`src/shared/pcd_pkg.sv`:
```
package pcd_pkg;
    // register indices; byte address is four times the index
    localparam logic [7:0] IDX_PORT_C_DATA = 8'h07;
    localparam logic [7:0] IDX_PORT_D_DATA = 8'h08;
    localparam logic [7:0] IDX_PORT_C_DIR  = 8'h87;
    localparam logic [7:0] IDX_PORT_D_DIR  = 8'h88;
    localparam logic [7:0] IDX_PORT_E_STAT = 8'h89;
    localparam int         ADR_W           = 10;
    localparam int         IDX_LSB         = 2;
    localparam int         PORT_W          = 8;

    // reset values
    localparam logic [7:0] RST_DATA   = 8'h00;
    localparam logic [7:0] RST_DIR    = 8'hff;
    localparam logic [2:0] RST_E_DIR  = 3'h7;
    localparam logic       RST_PSP    = 1'b0;

    // fields of the port e direction and slave status register
    localparam int BIT_IN_FULL  = 7;
    localparam int BIT_OUT_FULL = 6;
    localparam int BIT_IN_OVF   = 5;
    localparam int BIT_PSP_MODE = 4;
    localparam int E_DIR_W      = 3;

    // port c pin functions
    localparam int PC_TMR_OSC_OUT = 0;
    localparam int PC_TMR_OSC_IN  = 1;
    localparam int PC_CCP_ONE     = 2;
    localparam int PC_SSP_CLK     = 3;
    localparam int PC_SSP_DIN     = 4;
    localparam int PC_SSP_DOUT    = 5;
    localparam int PC_USART_TXCK  = 6;
    localparam int PC_USART_RXDT  = 7;

    localparam logic [31:0] WB_ZERO = 32'h0000_0000;
endpackage : pcd_pkg

```
`src/hdl/pcd_pin_cell.sv`:
```
`timescale 1ns/10ps
// one pad: port latch or alternate source, with matching enable
module pcd_pin_cell (
    input  wire logic latch,
    input  wire logic dir_in,
    input  wire logic alt_sel,
    input  wire logic alt_out,
    input  wire logic alt_oe,
    output logic      pad_o,
    output logic      pad_oe
);
    // alternate enable counts only while the alternate owns the pin
    always_comb begin
        if (alt_sel) begin
            pad_o  = alt_out;
            pad_oe = alt_oe;
        end else begin
            pad_o  = latch;
            pad_oe = ~dir_in;  // direction bit set means input
        end
    end
endmodule : pcd_pin_cell

```
`src/hdl/pcd_wb_front.sv`:
```
`timescale 1ns/10ps
// classic wishbone handshake: ack one cycle after the request edge
module pcd_wb_front
    import pcd_pkg::*;
(
    input  wire logic             clk_sys,
    input  wire logic             rst,
    input  wire logic             wb_cyc_i,
    input  wire logic             wb_stb_i,
    input  wire logic             wb_we_i,
    input  wire logic [ADR_W-1:0] wb_adr_i,
    output logic                  wb_ack_o,
    output logic                  rd_take,
    output logic                  wr_take,
    output logic [7:0]            idx
);
    logic req;

    assign req = wb_cyc_i & wb_stb_i;
    assign idx = wb_adr_i[ADR_W-1:IDX_LSB];
    // read data is latched as ack rises, held while ack stands
    assign rd_take = req & ~wb_ack_o & ~wb_we_i;
    // writes land on the edge that also sees ack high
    assign wr_take = req & wb_ack_o & wb_we_i;

    // ack drops the cycle after it was given, even if stb stays up
    always_ff @(posedge clk_sys or posedge rst) begin
        if (rst) begin
            wb_ack_o <= 1'b0;
        end else begin
            wb_ack_o <= req & ~wb_ack_o;
        end
    end
endmodule : pcd_wb_front

```
`src/hdl/pcd_port_cd.sv`:
```
// Our own choice: the Wishbone slave port.
`timescale 1ns/10ps
// Operation
// - per-pin select picks latch or peripheral output
// - peripheral enable counts only when selected
// - C0 is io or timer osc/clock
// - C1 is io, timer osc in, ccp two
// - C2 is io or ccp one
// - C3 may carry serial port clock
// - C4 may carry serial data in/line
// - C5 is io or serial data out
// - C6 is io, usart transmit or clock
// - C7 is io, usart receive or data
// - port D eight pins, own direction each
// - mode bit four makes D parallel port
// - D pin n carries data bit n
// - direction set floats pin, clear drives latch
// - slave mode ignores D direction register
module pcd_port_cd
    import pcd_pkg::*;
#(
    parameter int W = PORT_W
) (
    input  wire logic             clk_sys,
    input  wire logic             rst,
    input  wire logic             wb_cyc_i,
    input  wire logic             wb_stb_i,
    input  wire logic             wb_we_i,
    input  wire logic [ADR_W-1:0] wb_adr_i,
    input  wire logic [3:0]       wb_sel_i,
    input  wire logic [31:0]      wb_dat_i,
    output logic [31:0]           wb_dat_o,
    output logic                  wb_ack_o,
    input  wire logic [W-1:0]     pc_pad_i,
    output logic [W-1:0]          pc_pad_o,
    output logic [W-1:0]          pc_pad_oe,
    input  wire logic [W-1:0]     pd_pad_i,
    output logic [W-1:0]          pd_pad_o,
    output logic [W-1:0]          pd_pad_oe,
    input  wire logic [W-1:0]     pc_periph_sel,
    input  wire logic [W-1:0]     pc_periph_out,
    input  wire logic [W-1:0]     pc_periph_oe,
    input  wire logic             slave_drive_en,
    input  wire logic             slave_input_full,
    input  wire logic             slave_output_full,
    input  wire logic             slave_input_overflow,
    output logic                  slave_overflow_clear,
    output logic                  parallel_slave_mode_select,
    output logic [E_DIR_W-1:0]    port_e_dir,
    output logic [W-1:0]          slave_bus_data,
    output logic                  timer_ext_clock_input,
    output logic                  timer_osc_input,
    output logic                  capture_compare_pwm_two,
    output logic                  capture_compare_pwm_one,
    output logic                  serial_clock_in,
    output logic                  serial_port_data_in,
    output logic                  usart_clock_in,
    output logic                  usart_receive_in
);
    logic [W-1:0] pc_latch;
    logic [W-1:0] pd_latch;
    logic [W-1:0] pc_dir;
    logic [W-1:0] pd_dir;
    logic [W-1:0] pc_pins;
    logic [W-1:0] pd_pins;
    logic         rd_take;
    logic         wr_take;
    logic [7:0]   idx;
    logic         wr_lane;
    logic [7:0]   wr_byte;
    logic [7:0]   next_rdata;
    logic [7:0]   e_stat;

    // bus handshake lives in its own small module
    pcd_wb_front u_front (
        .clk_sys  (clk_sys),
        .rst      (rst),
        .wb_cyc_i (wb_cyc_i),
        .wb_stb_i (wb_stb_i),
        .wb_we_i  (wb_we_i),
        .wb_adr_i (wb_adr_i),
        .wb_ack_o (wb_ack_o),
        .rd_take  (rd_take),
        .wr_take  (wr_take),
        .idx      (idx)
    );

    // only the low byte lane holds register bits
    assign wr_lane = wr_take & wb_sel_i[0];
    assign wr_byte = wb_dat_i[7:0];

    // output latches; power-up contents are undefined, zero is chosen
    always_ff @(posedge clk_sys or posedge rst) begin
        if (rst) begin
            pc_latch <= RST_DATA;
            pd_latch <= RST_DATA;
        end else if (wr_lane) begin
            if (idx == IDX_PORT_C_DATA)
                pc_latch <= wr_byte;
            if (idx == IDX_PORT_D_DATA)
                pd_latch <= wr_byte;
        end
    end

    // direction registers, all pins inputs after reset
    always_ff @(posedge clk_sys or posedge rst) begin
        if (rst) begin
            pc_dir <= RST_DIR;
            pd_dir <= RST_DIR;
        end else if (wr_lane) begin
            if (idx == IDX_PORT_C_DIR)
                pc_dir <= wr_byte;
            if (idx == IDX_PORT_D_DIR)
                pd_dir <= wr_byte;
        end
    end

    // mode bit and port e direction; status bits are read only here
    always_ff @(posedge clk_sys or posedge rst) begin
        if (rst) begin
            parallel_slave_mode_select <= RST_PSP;
            port_e_dir                 <= RST_E_DIR;
        end else if (wr_lane && idx == IDX_PORT_E_STAT) begin
            parallel_slave_mode_select <= wr_byte[BIT_PSP_MODE];
            port_e_dir                 <= wr_byte[E_DIR_W-1:0];
        end
    end

    // overflow is cleared by software writing zero to its bit
    always_ff @(posedge clk_sys or posedge rst) begin
        if (rst) begin
            slave_overflow_clear <= 1'b0;
        end else begin
            slave_overflow_clear <= wr_lane && idx == IDX_PORT_E_STAT
                                    && !wr_byte[BIT_IN_OVF];
        end
    end

    // pins are synchronous; one flop gives clean read data
    always_ff @(posedge clk_sys or posedge rst) begin
        if (rst) begin
            pc_pins <= RST_DATA;
            pd_pins <= RST_DATA;
        end else begin
            pc_pins <= pc_pad_i;
            pd_pins <= pd_pad_i;
        end
    end

    // status view; bit three reads as zero
    always_comb begin
        e_stat                = {5'h00, port_e_dir};
        e_stat[BIT_IN_FULL]   = slave_input_full;
        e_stat[BIT_OUT_FULL]  = slave_output_full;
        e_stat[BIT_IN_OVF]    = slave_input_overflow;
        e_stat[BIT_PSP_MODE]  = parallel_slave_mode_select;
    end

    // read mux; unmapped indices answer zero
    always_comb begin
        unique case (idx)
            IDX_PORT_C_DATA: next_rdata = pc_pins;
            IDX_PORT_D_DATA: next_rdata = pd_pins;
            IDX_PORT_C_DIR:  next_rdata = pc_dir;
            IDX_PORT_D_DIR:  next_rdata = pd_dir;
            IDX_PORT_E_STAT: next_rdata = e_stat;
            default:         next_rdata = 8'h00;
        endcase
    end

    // read data held from ack until the next read
    always_ff @(posedge clk_sys or posedge rst) begin
        if (rst) begin
            wb_dat_o <= WB_ZERO;
        end else if (rd_take) begin
            wb_dat_o <= {24'h000000, next_rdata};
        end
    end

    // port c cells: select chooses latch or peripheral per pin
    // port d cells: slave mode hands the enable to the slave logic,
    // so the direction register has no say there
    for (genvar i = 0; i < W; i++) begin : g_pin
        pcd_pin_cell u_pc (
            .latch   (pc_latch[i]),
            .dir_in  (pc_dir[i]),
            .alt_sel (pc_periph_sel[i]),
            .alt_out (pc_periph_out[i]),
            .alt_oe  (pc_periph_oe[i]),
            .pad_o   (pc_pad_o[i]),
            .pad_oe  (pc_pad_oe[i])
        );
        pcd_pin_cell u_pd (
            .latch   (pd_latch[i]),
            .dir_in  (pd_dir[i]),
            .alt_sel (parallel_slave_mode_select),
            .alt_out (pd_latch[i]),
            .alt_oe  (slave_drive_en),
            .pad_o   (pd_pad_o[i]),
            .pad_oe  (pd_pad_oe[i])
        );
    end

    // slave logic sees the pin byte, pin n as bit n
    assign slave_bus_data = pd_pins;

    // peripheral inputs taken from sampled port c pins
    assign timer_ext_clock_input   = pc_pins[PC_TMR_OSC_OUT];
    assign timer_osc_input         = pc_pins[PC_TMR_OSC_IN];
    assign capture_compare_pwm_two = pc_pins[PC_TMR_OSC_IN];
    assign capture_compare_pwm_one = pc_pins[PC_CCP_ONE];
    assign serial_clock_in         = pc_pins[PC_SSP_CLK];
    assign serial_port_data_in     = pc_pins[PC_SSP_DIN];
    assign usart_clock_in          = pc_pins[PC_USART_TXCK];
    assign usart_receive_in        = pc_pins[PC_USART_RXDT];
endmodule : pcd_port_cd

```
`config.mk`:
```
export PLATFORM = sky130hd
export DESIGN_NAME = pcd_port_cd
export DESIGN_NICKNAME = d
export VERILOG_FILES = /design/src/shared/pcd_pkg.sv /design/src/hdl/pcd_pin_cell.sv /design/src/hdl/pcd_wb_front.sv /design/src/hdl/pcd_port_cd.sv
export SDC_FILE = /design/constraint.sdc
export NUM_CORES = 1
export LEC_CHECK = 0
export BUFFER_PORTS_ARGS = -buffer_cell sky130_fd_sc_hd__buf_4
export CORE_MARGIN = 4
export CORE_UTILIZATION = 44
export CTS_CLUSTER_DIAMETER = 120
export DETAILED_ROUTE_END_ITERATION = 6
export HOLD_SLACK_MARGIN = 0.1
export PLACE_DENSITY = 0.9
export REMOVE_ABC_BUFFERS = 1
export SLEW_MARGIN = 20
export SYNTH_ARGS = -nofsm -noshare
export SYNTH_HDL_FRONTEND = slang
export SYNTH_SLANG_ARGS = --single-unit
```
`constraint.sdc`:
```
create_clock -name clk_sys -period 1.81 [get_ports clk_sys]
set_input_delay 0.0905 -clock clk_sys [delete_from_list [all_inputs] [get_ports clk_sys]]
set_output_delay 0.0905 -clock clk_sys [all_outputs]
set_load 0.05 [all_outputs]
```
==> impl_metrics.tcl, run 1 <==
set metrics [dict create \
    postSynthAreaPerCell_um2 12.1 \
    cp-start-kind "flop" \
    skew_ps 8.39 \
    cp-startpoint "u_front.wb_ack_o" \
    ys.warnings.count 0 \
    met2_length_mm 4.41 \
    seq_area_um2 1580 \
    htree_levels 3 \
    drt_wl_total_mm 8.32 \
    cts.hold.buffers_added 25 \
    ir_worst_vdd_mv 0.393 \
    post_cts_buffers 0 \
    clock_latency_ps 330 \
    core_area_um2 6910 \
    synth.top_cells.by_area "dfrtp_1 34%, mux2_2 18%, dfstp_2 16%, buf_4 13%, o21ai_0 2.5%" \
    dp_hpwl_mm 6.27 \
    port_buffers 127 \
    antenna_found_initial 0 \
    max_cap_viol_count 0 \
    layout.nets 490 \
    synth.most_common_cell "buf_4" \
    wl_per_cell_um 16.8 \
    ys.flop_type "dfrtp_1" \
    n_antenna_cell 0 \
    ys_seq_area_frac 0.494 \
    path_clk_slew_ps 60 \
    cts_resized 0 \
    die-area_um2 8670 \
    setup_slack_ps 130 \
    endpoint_kind "flop" \
    grt_pass1_vias 2613 \
    hp-class "input port to flop" \
    critPathKind "flop to flop" \
    yosysTopAreaCellShare 0.337 \
    maxUsedRoutingLayer "met4" \
    grt_max_degree 39 \
    initial_utilization 0.462 \
    final-setup-viol-count 0 \
    chipWidth_um 93.1 \
    grt_setup_unrepaired "false" \
    vias 2451 \
    ios 181 \
    grt.total_usage 0.193 \
    holdCritStartpoint "wb_stb_i" \
    cts.sinks 62 \
    multiInputGateArea_um2 1230 \
    fin_crit_sh 0.928 \
    grt-ovfl-total 0 \
    slew_headroom 0.642 \
    syn2layout_area_growth_pct 37.7 \
    vias_per_cell 4.94 \
    preCtsSetupSlack_ps 96.9 \
    detail-route-antenna-nets 0 \
    rows 30 \
    fmax_mhz 595 \
    met3_length_um 688 \
    worst_pin_slew_ps 536 \
    dr.pass1.iters 4 \
    power_density_nw_per_um2 744 \
    cts_buffer_depth 2 \
    drive_above_1_share 0.573 \
    synth_cells 264 \
    synthTopCellsByCount "57 x buf_4, 52 x mux2_2, 43 x dfrtp_1" \
    cts_buffers 9 \
    hold_violations 0 \
    required_ps 2040 \
    cts_root_buf "clkbuf_8" \
    wl_met1_mm 3.07 \
    drtIter0Drc 73 \
    synth.distinct_cells 35 \
    gp_congestion 0.831 \
    status "finished, final reports clean" \
    syn_area_um2 3190 \
    synth_top_cell_by_area "dfrtp_1" \
    timing.final.crit_period_ps 1680 \
    cts_tree "done" \
    cp.arrival_ps 1910 \
    drc_errors 0 \
    p_leak_nw 2.15 \
    rr_startpoint "u_front.wb_ack_o" \
    die_y_um 93.1 \
    synth-seq-cells 62 \
    async_flop_share 1.00 \
    final_util 0.636 \
    worst-path-max-fanout 5 \
    grt_pass1_wl_mm 12.8 \
    fillers 554 \
    synth-edff-count 0 \
    finalMaxSlewViolations 0 \
]
-- worst paths after layout --
kind | slack [ps] | cells after the start | to
worst max-delay path | 130 | 3 | wb_dat_o[3]
worst min-delay path | 120 | 3 | u_front.wb_ack_o
worst max register to register | 130 | 3 | wb_dat_o[3]
worst min register to register | 490 | 1 | wb_dat_o[5]
max in group asynchronous | 790 | 4 | port_e_dir[2]
min in group asynchronous | 360 | 3 | pc_pins[4]
-- final cells by class --
type	instances	share of cell area
clock inverter	1	0.00114
sequential	62	0.359
clock buffer	15	0.0402
multi-input combinational	159	0.280
tap	96	0.0273
timing repair buffer	160	0.291
inverter	3	0.00256
-- through the flow --
stage	power (mW)	TNS (ps)	hold slack, ps	cell area (µm²)	cells
after floorplan	1.88	-741	122	2820	224
after global placement	2.14	0	167	3960	455
after detailed placement	2.15	0	173	3960	455
after CTS	3.30	0	108	4390	496
after global routing	3.39	0	140	4390	496
final	3.27	0	125	4390	496
-- critical path: stages, from the launching register on --
cell and delay [ps]:
dfrtp_1 420, or3_1 470, or4_1 500, o21ai_0 210
-- power breakdown --
part / internal (mW) / total [mW] / switching [mW] / leakage, nW
registers: 1.43 / 1.45 / 0.0229 / 0.750
clock network: 0.609 / 1.09 / 0.484 / 0.0937
logic: 0.256 / 0.722 / 0.466 / 1.30
total: 2.29 / 3.27 / 0.974 / 2.15
-- state kept, by name, indices dropped and copies added, names as in the netlist --
name / cells
u_front.wb_ack_o: 1
pc_dir: 8
pd_latch: 8
wb_dat_o: 8
slave_bus_data: 8
slave_overflow_clear: 1
pc_latch: 8
port_e_dir: 3
parallel_slave_mode_select: 1
pd_dir: 8
pc_pins: 8
-- cell families (layout without fill, tap and decap cells) --
group                  count (synthesis)  count (layout)  share of synthesized area
AO/OA/AOI/OAI                         39              39                     0.0824
buffers and inverters                 66             179                      0.148
flip-flops                            62              62                      0.494
multiplexers                          54              54                      0.190
other                                  1              24                    0.00118
AND/OR/NAND/NOR                       42              42                     0.0847
-- metal layers --
metal / track usage / vias to the layer above
met5: 0 / -
met4: 0.0708 / 0
met3: 0.0603 / 16
met2: 0.356 / 121
met1: 0.206 / 1185
li1: - / 1129
-- cells in the final DEF (no fill, tap or decap), types with 4 or more instances in the layout --
master | netlist | layout
o21ai_0 | 16 | 16
o21a_1 | 4 | 4
nor2_1 | 5 | 5
clkbuf_8 | 0 | 12
conb_1 | 1 | 24
nand3_1 | 4 | 4
buf_4 | 57 | 134
mux2_2 | 52 | 52
a22oi_1 | 8 | 8
dfstp_2 | 19 | 19
o221ai_1 | 4 | 4
dfrtp_1 | 43 | 43
nand2_1 | 15 | 15
dlygate4sd3_1 | 0 | 25
(Power assumes the default switching activity.)
==> run 2: changes to the inputs <==
CORE_UTILIZATION = 40   (was 44)
PLACE_DENSITY = unset   (was 0.9)
PLACE_DENSITY_LB_ADDON = 0.08   (was unset)
==> run 2 against run 1 <==
  * Clock power increased by 41%
  * Clock skew down 1.6 ps
  * Final area increased by 2.4%
  * Power increased by 13%
  * Combinational power about the same
  * Register-to-register slack better by 70 ps
  * Non-clock buffer count is 1 higher
  * Fmax up 1.6%
  * Die area rose by 9.1%
==> impl_metrics.tcl, run 2 (synthesized netlist as in run 1, its figures left out) <==
set metrics [dict create \
    status "finished, final reports clean" \
    cp-start-kind "input port" \
    n_antenna_cell 0 \
    vias_per_cell 4.77 \
    skew_ps 6.76 \
    drive_above_1_share 0.579 \
    hp-class "input port to flop" \
    max_cap_viol_count 0 \
    drt_wl_total_mm 8.09 \
    setup_slack_ps 157 \
    dr.pass1.iters 4 \
    grt_max_degree 63 \
    top_usage_layer "met2" \
    use_met1 0.210 \
    layout.nets 491 \
    grt_pass1_wl_mm 12.8 \
    grt_setup_unrepaired "false" \
    required_ps 2060 \
    grt.total_usage 0.172 \
    drc_errors 0 \
    preCtsSetupSlack_ps 30.5 \
    met2_usage 0.278 \
    timing.final.crit_period_ps 1650 \
    wl_per_cell_um 16.1 \
    fin_hold_ws_ps 108 \
    die_y_um 97.3 \
    cts.sinks 62 \
    post_cts_buffers 0 \
    grt-ovfl-total 0 \
    holdPathStages 3 \
    antenna_found_initial 0 \
    p_leak_nw 2.18 \
    vias 2401 \
    cts_root_buf "clkbuf_8" \
    power_mw 3.71 \
    cts_buffers 9 \
    worst-path-max-fanout 5 \
    syn2layout_area_growth_pct 41.1 \
    fin_crit_sh 0.913 \
    cts_buffer_depth 2 \
    final_common_cell "buf_4" \
    ios 181 \
    die-area_um2 9470 \
    gp_congestion 0.735 \
    r2r_cells 4 \
    clock_latency_ps 340 \
    power_density_nw_per_um2 824 \
    initial_utilization 0.413 \
    finalMaxSlewViolations 0 \
    final_cell_mix "133 x buf_4, 52 x mux2_2, 43 x dfrtp_1" \
    seq_area_um2 1580 \
    multiInputGateArea_um2 1240 \
    ir_worst_vdd_mv 0.517 \
    endpoint_kind "flop" \
    detail-route-antenna-nets 0 \
    port_buffers 127 \
    htree_levels 3 \
    hold_violations 0 \
    fmax_mhz 605 \
    drtIter0Drc 80 \
    fillers 665 \
    chipWidth_um 97.3 \
    grt_pass1_vias 2446 \
    core_area_um2 7730 \
    path_clk_slew_ps 60 \
    cp.arrival_ps 1910 \
    grtUsageMet3 0.0589 \
    dp_hpwl_mm 5.88 \
    critPathKind "input port to flop" \
    rows 32 \
    cts_tree "done" \
    final-setup-viol-count 0 \
]
run 2: cell types whose count changed in the layout (fill, tap and decap cells not counted), moves of 2 or more:
cell           before  now
dlygate4sd3_1      25   27
bufinv_16           0    3
clkbuf_1            3    0
clkinvlp_4          0    2
run 2: worst paths after layout:
check,from,endpoint,slack (ps)
max,wb_stb_i,wb_dat_o[6],160
min,wb_adr_i[6],wb_dat_o[3],110
max reg2reg,u_front.wb_ack_o,pd_latch[5],200
min reg2reg,wb_dat_o[3],wb_dat_o[3],480
max in group asynchronous,rst,pc_dir[2],1120
min in group asynchronous,rst,pc_pins[0],370
run 2: final cells by class:
type	instances	share of cell area
Clock buffer	11	0.0336
Sequential cell	62	0.350
Clock inverter	5	0.0234
Inverter	3	0.00250
Multi-Input combinational cell	159	0.276
Tap cell	102	0.0284
Timing Repair Buffer	161	0.286
run 2: power by group:
group,internal [mW],switching (mW)
combinational,0.258,0.464
sequential,1.43,0.0217
clock,0.990,0.546
total,2.67,1.03
run 2: worst max-delay path: stages:
cell and delay [ps]:
dlygate4sd3_1 530, buf_4 100, nand2_1 120, or3_1 420, or4_4 470, o211ai_1 180
run 2: per-layer routing:
metal  part of all wire  up-vias
li1                   -     1126
met1               0.41     1149
met4              0.017        0
met3              0.085       13
met5                  0        -
met2               0.49      113
run 2: stage by stage:
stage          utilization  setup TNS, ps  cells  instance area (µm²)
2_1_floorplan            -           -741    224                 2820
3_3_place_gp         0.513              0    460                 3960
3_5_place_dp         0.513              0    460                 3960
4_1_cts              0.581              0    503                 4490
5_1_grt              0.582              0    503                 4500
6_report             0.582              0    503                 4500
run 2: what timing repair did:
action,4_1_cts,5_1_grt
endpoints found under the hold margin,103,0
hold buffers,27,0
endpoints found under the setup margin,0,9
resized for setup,0,2
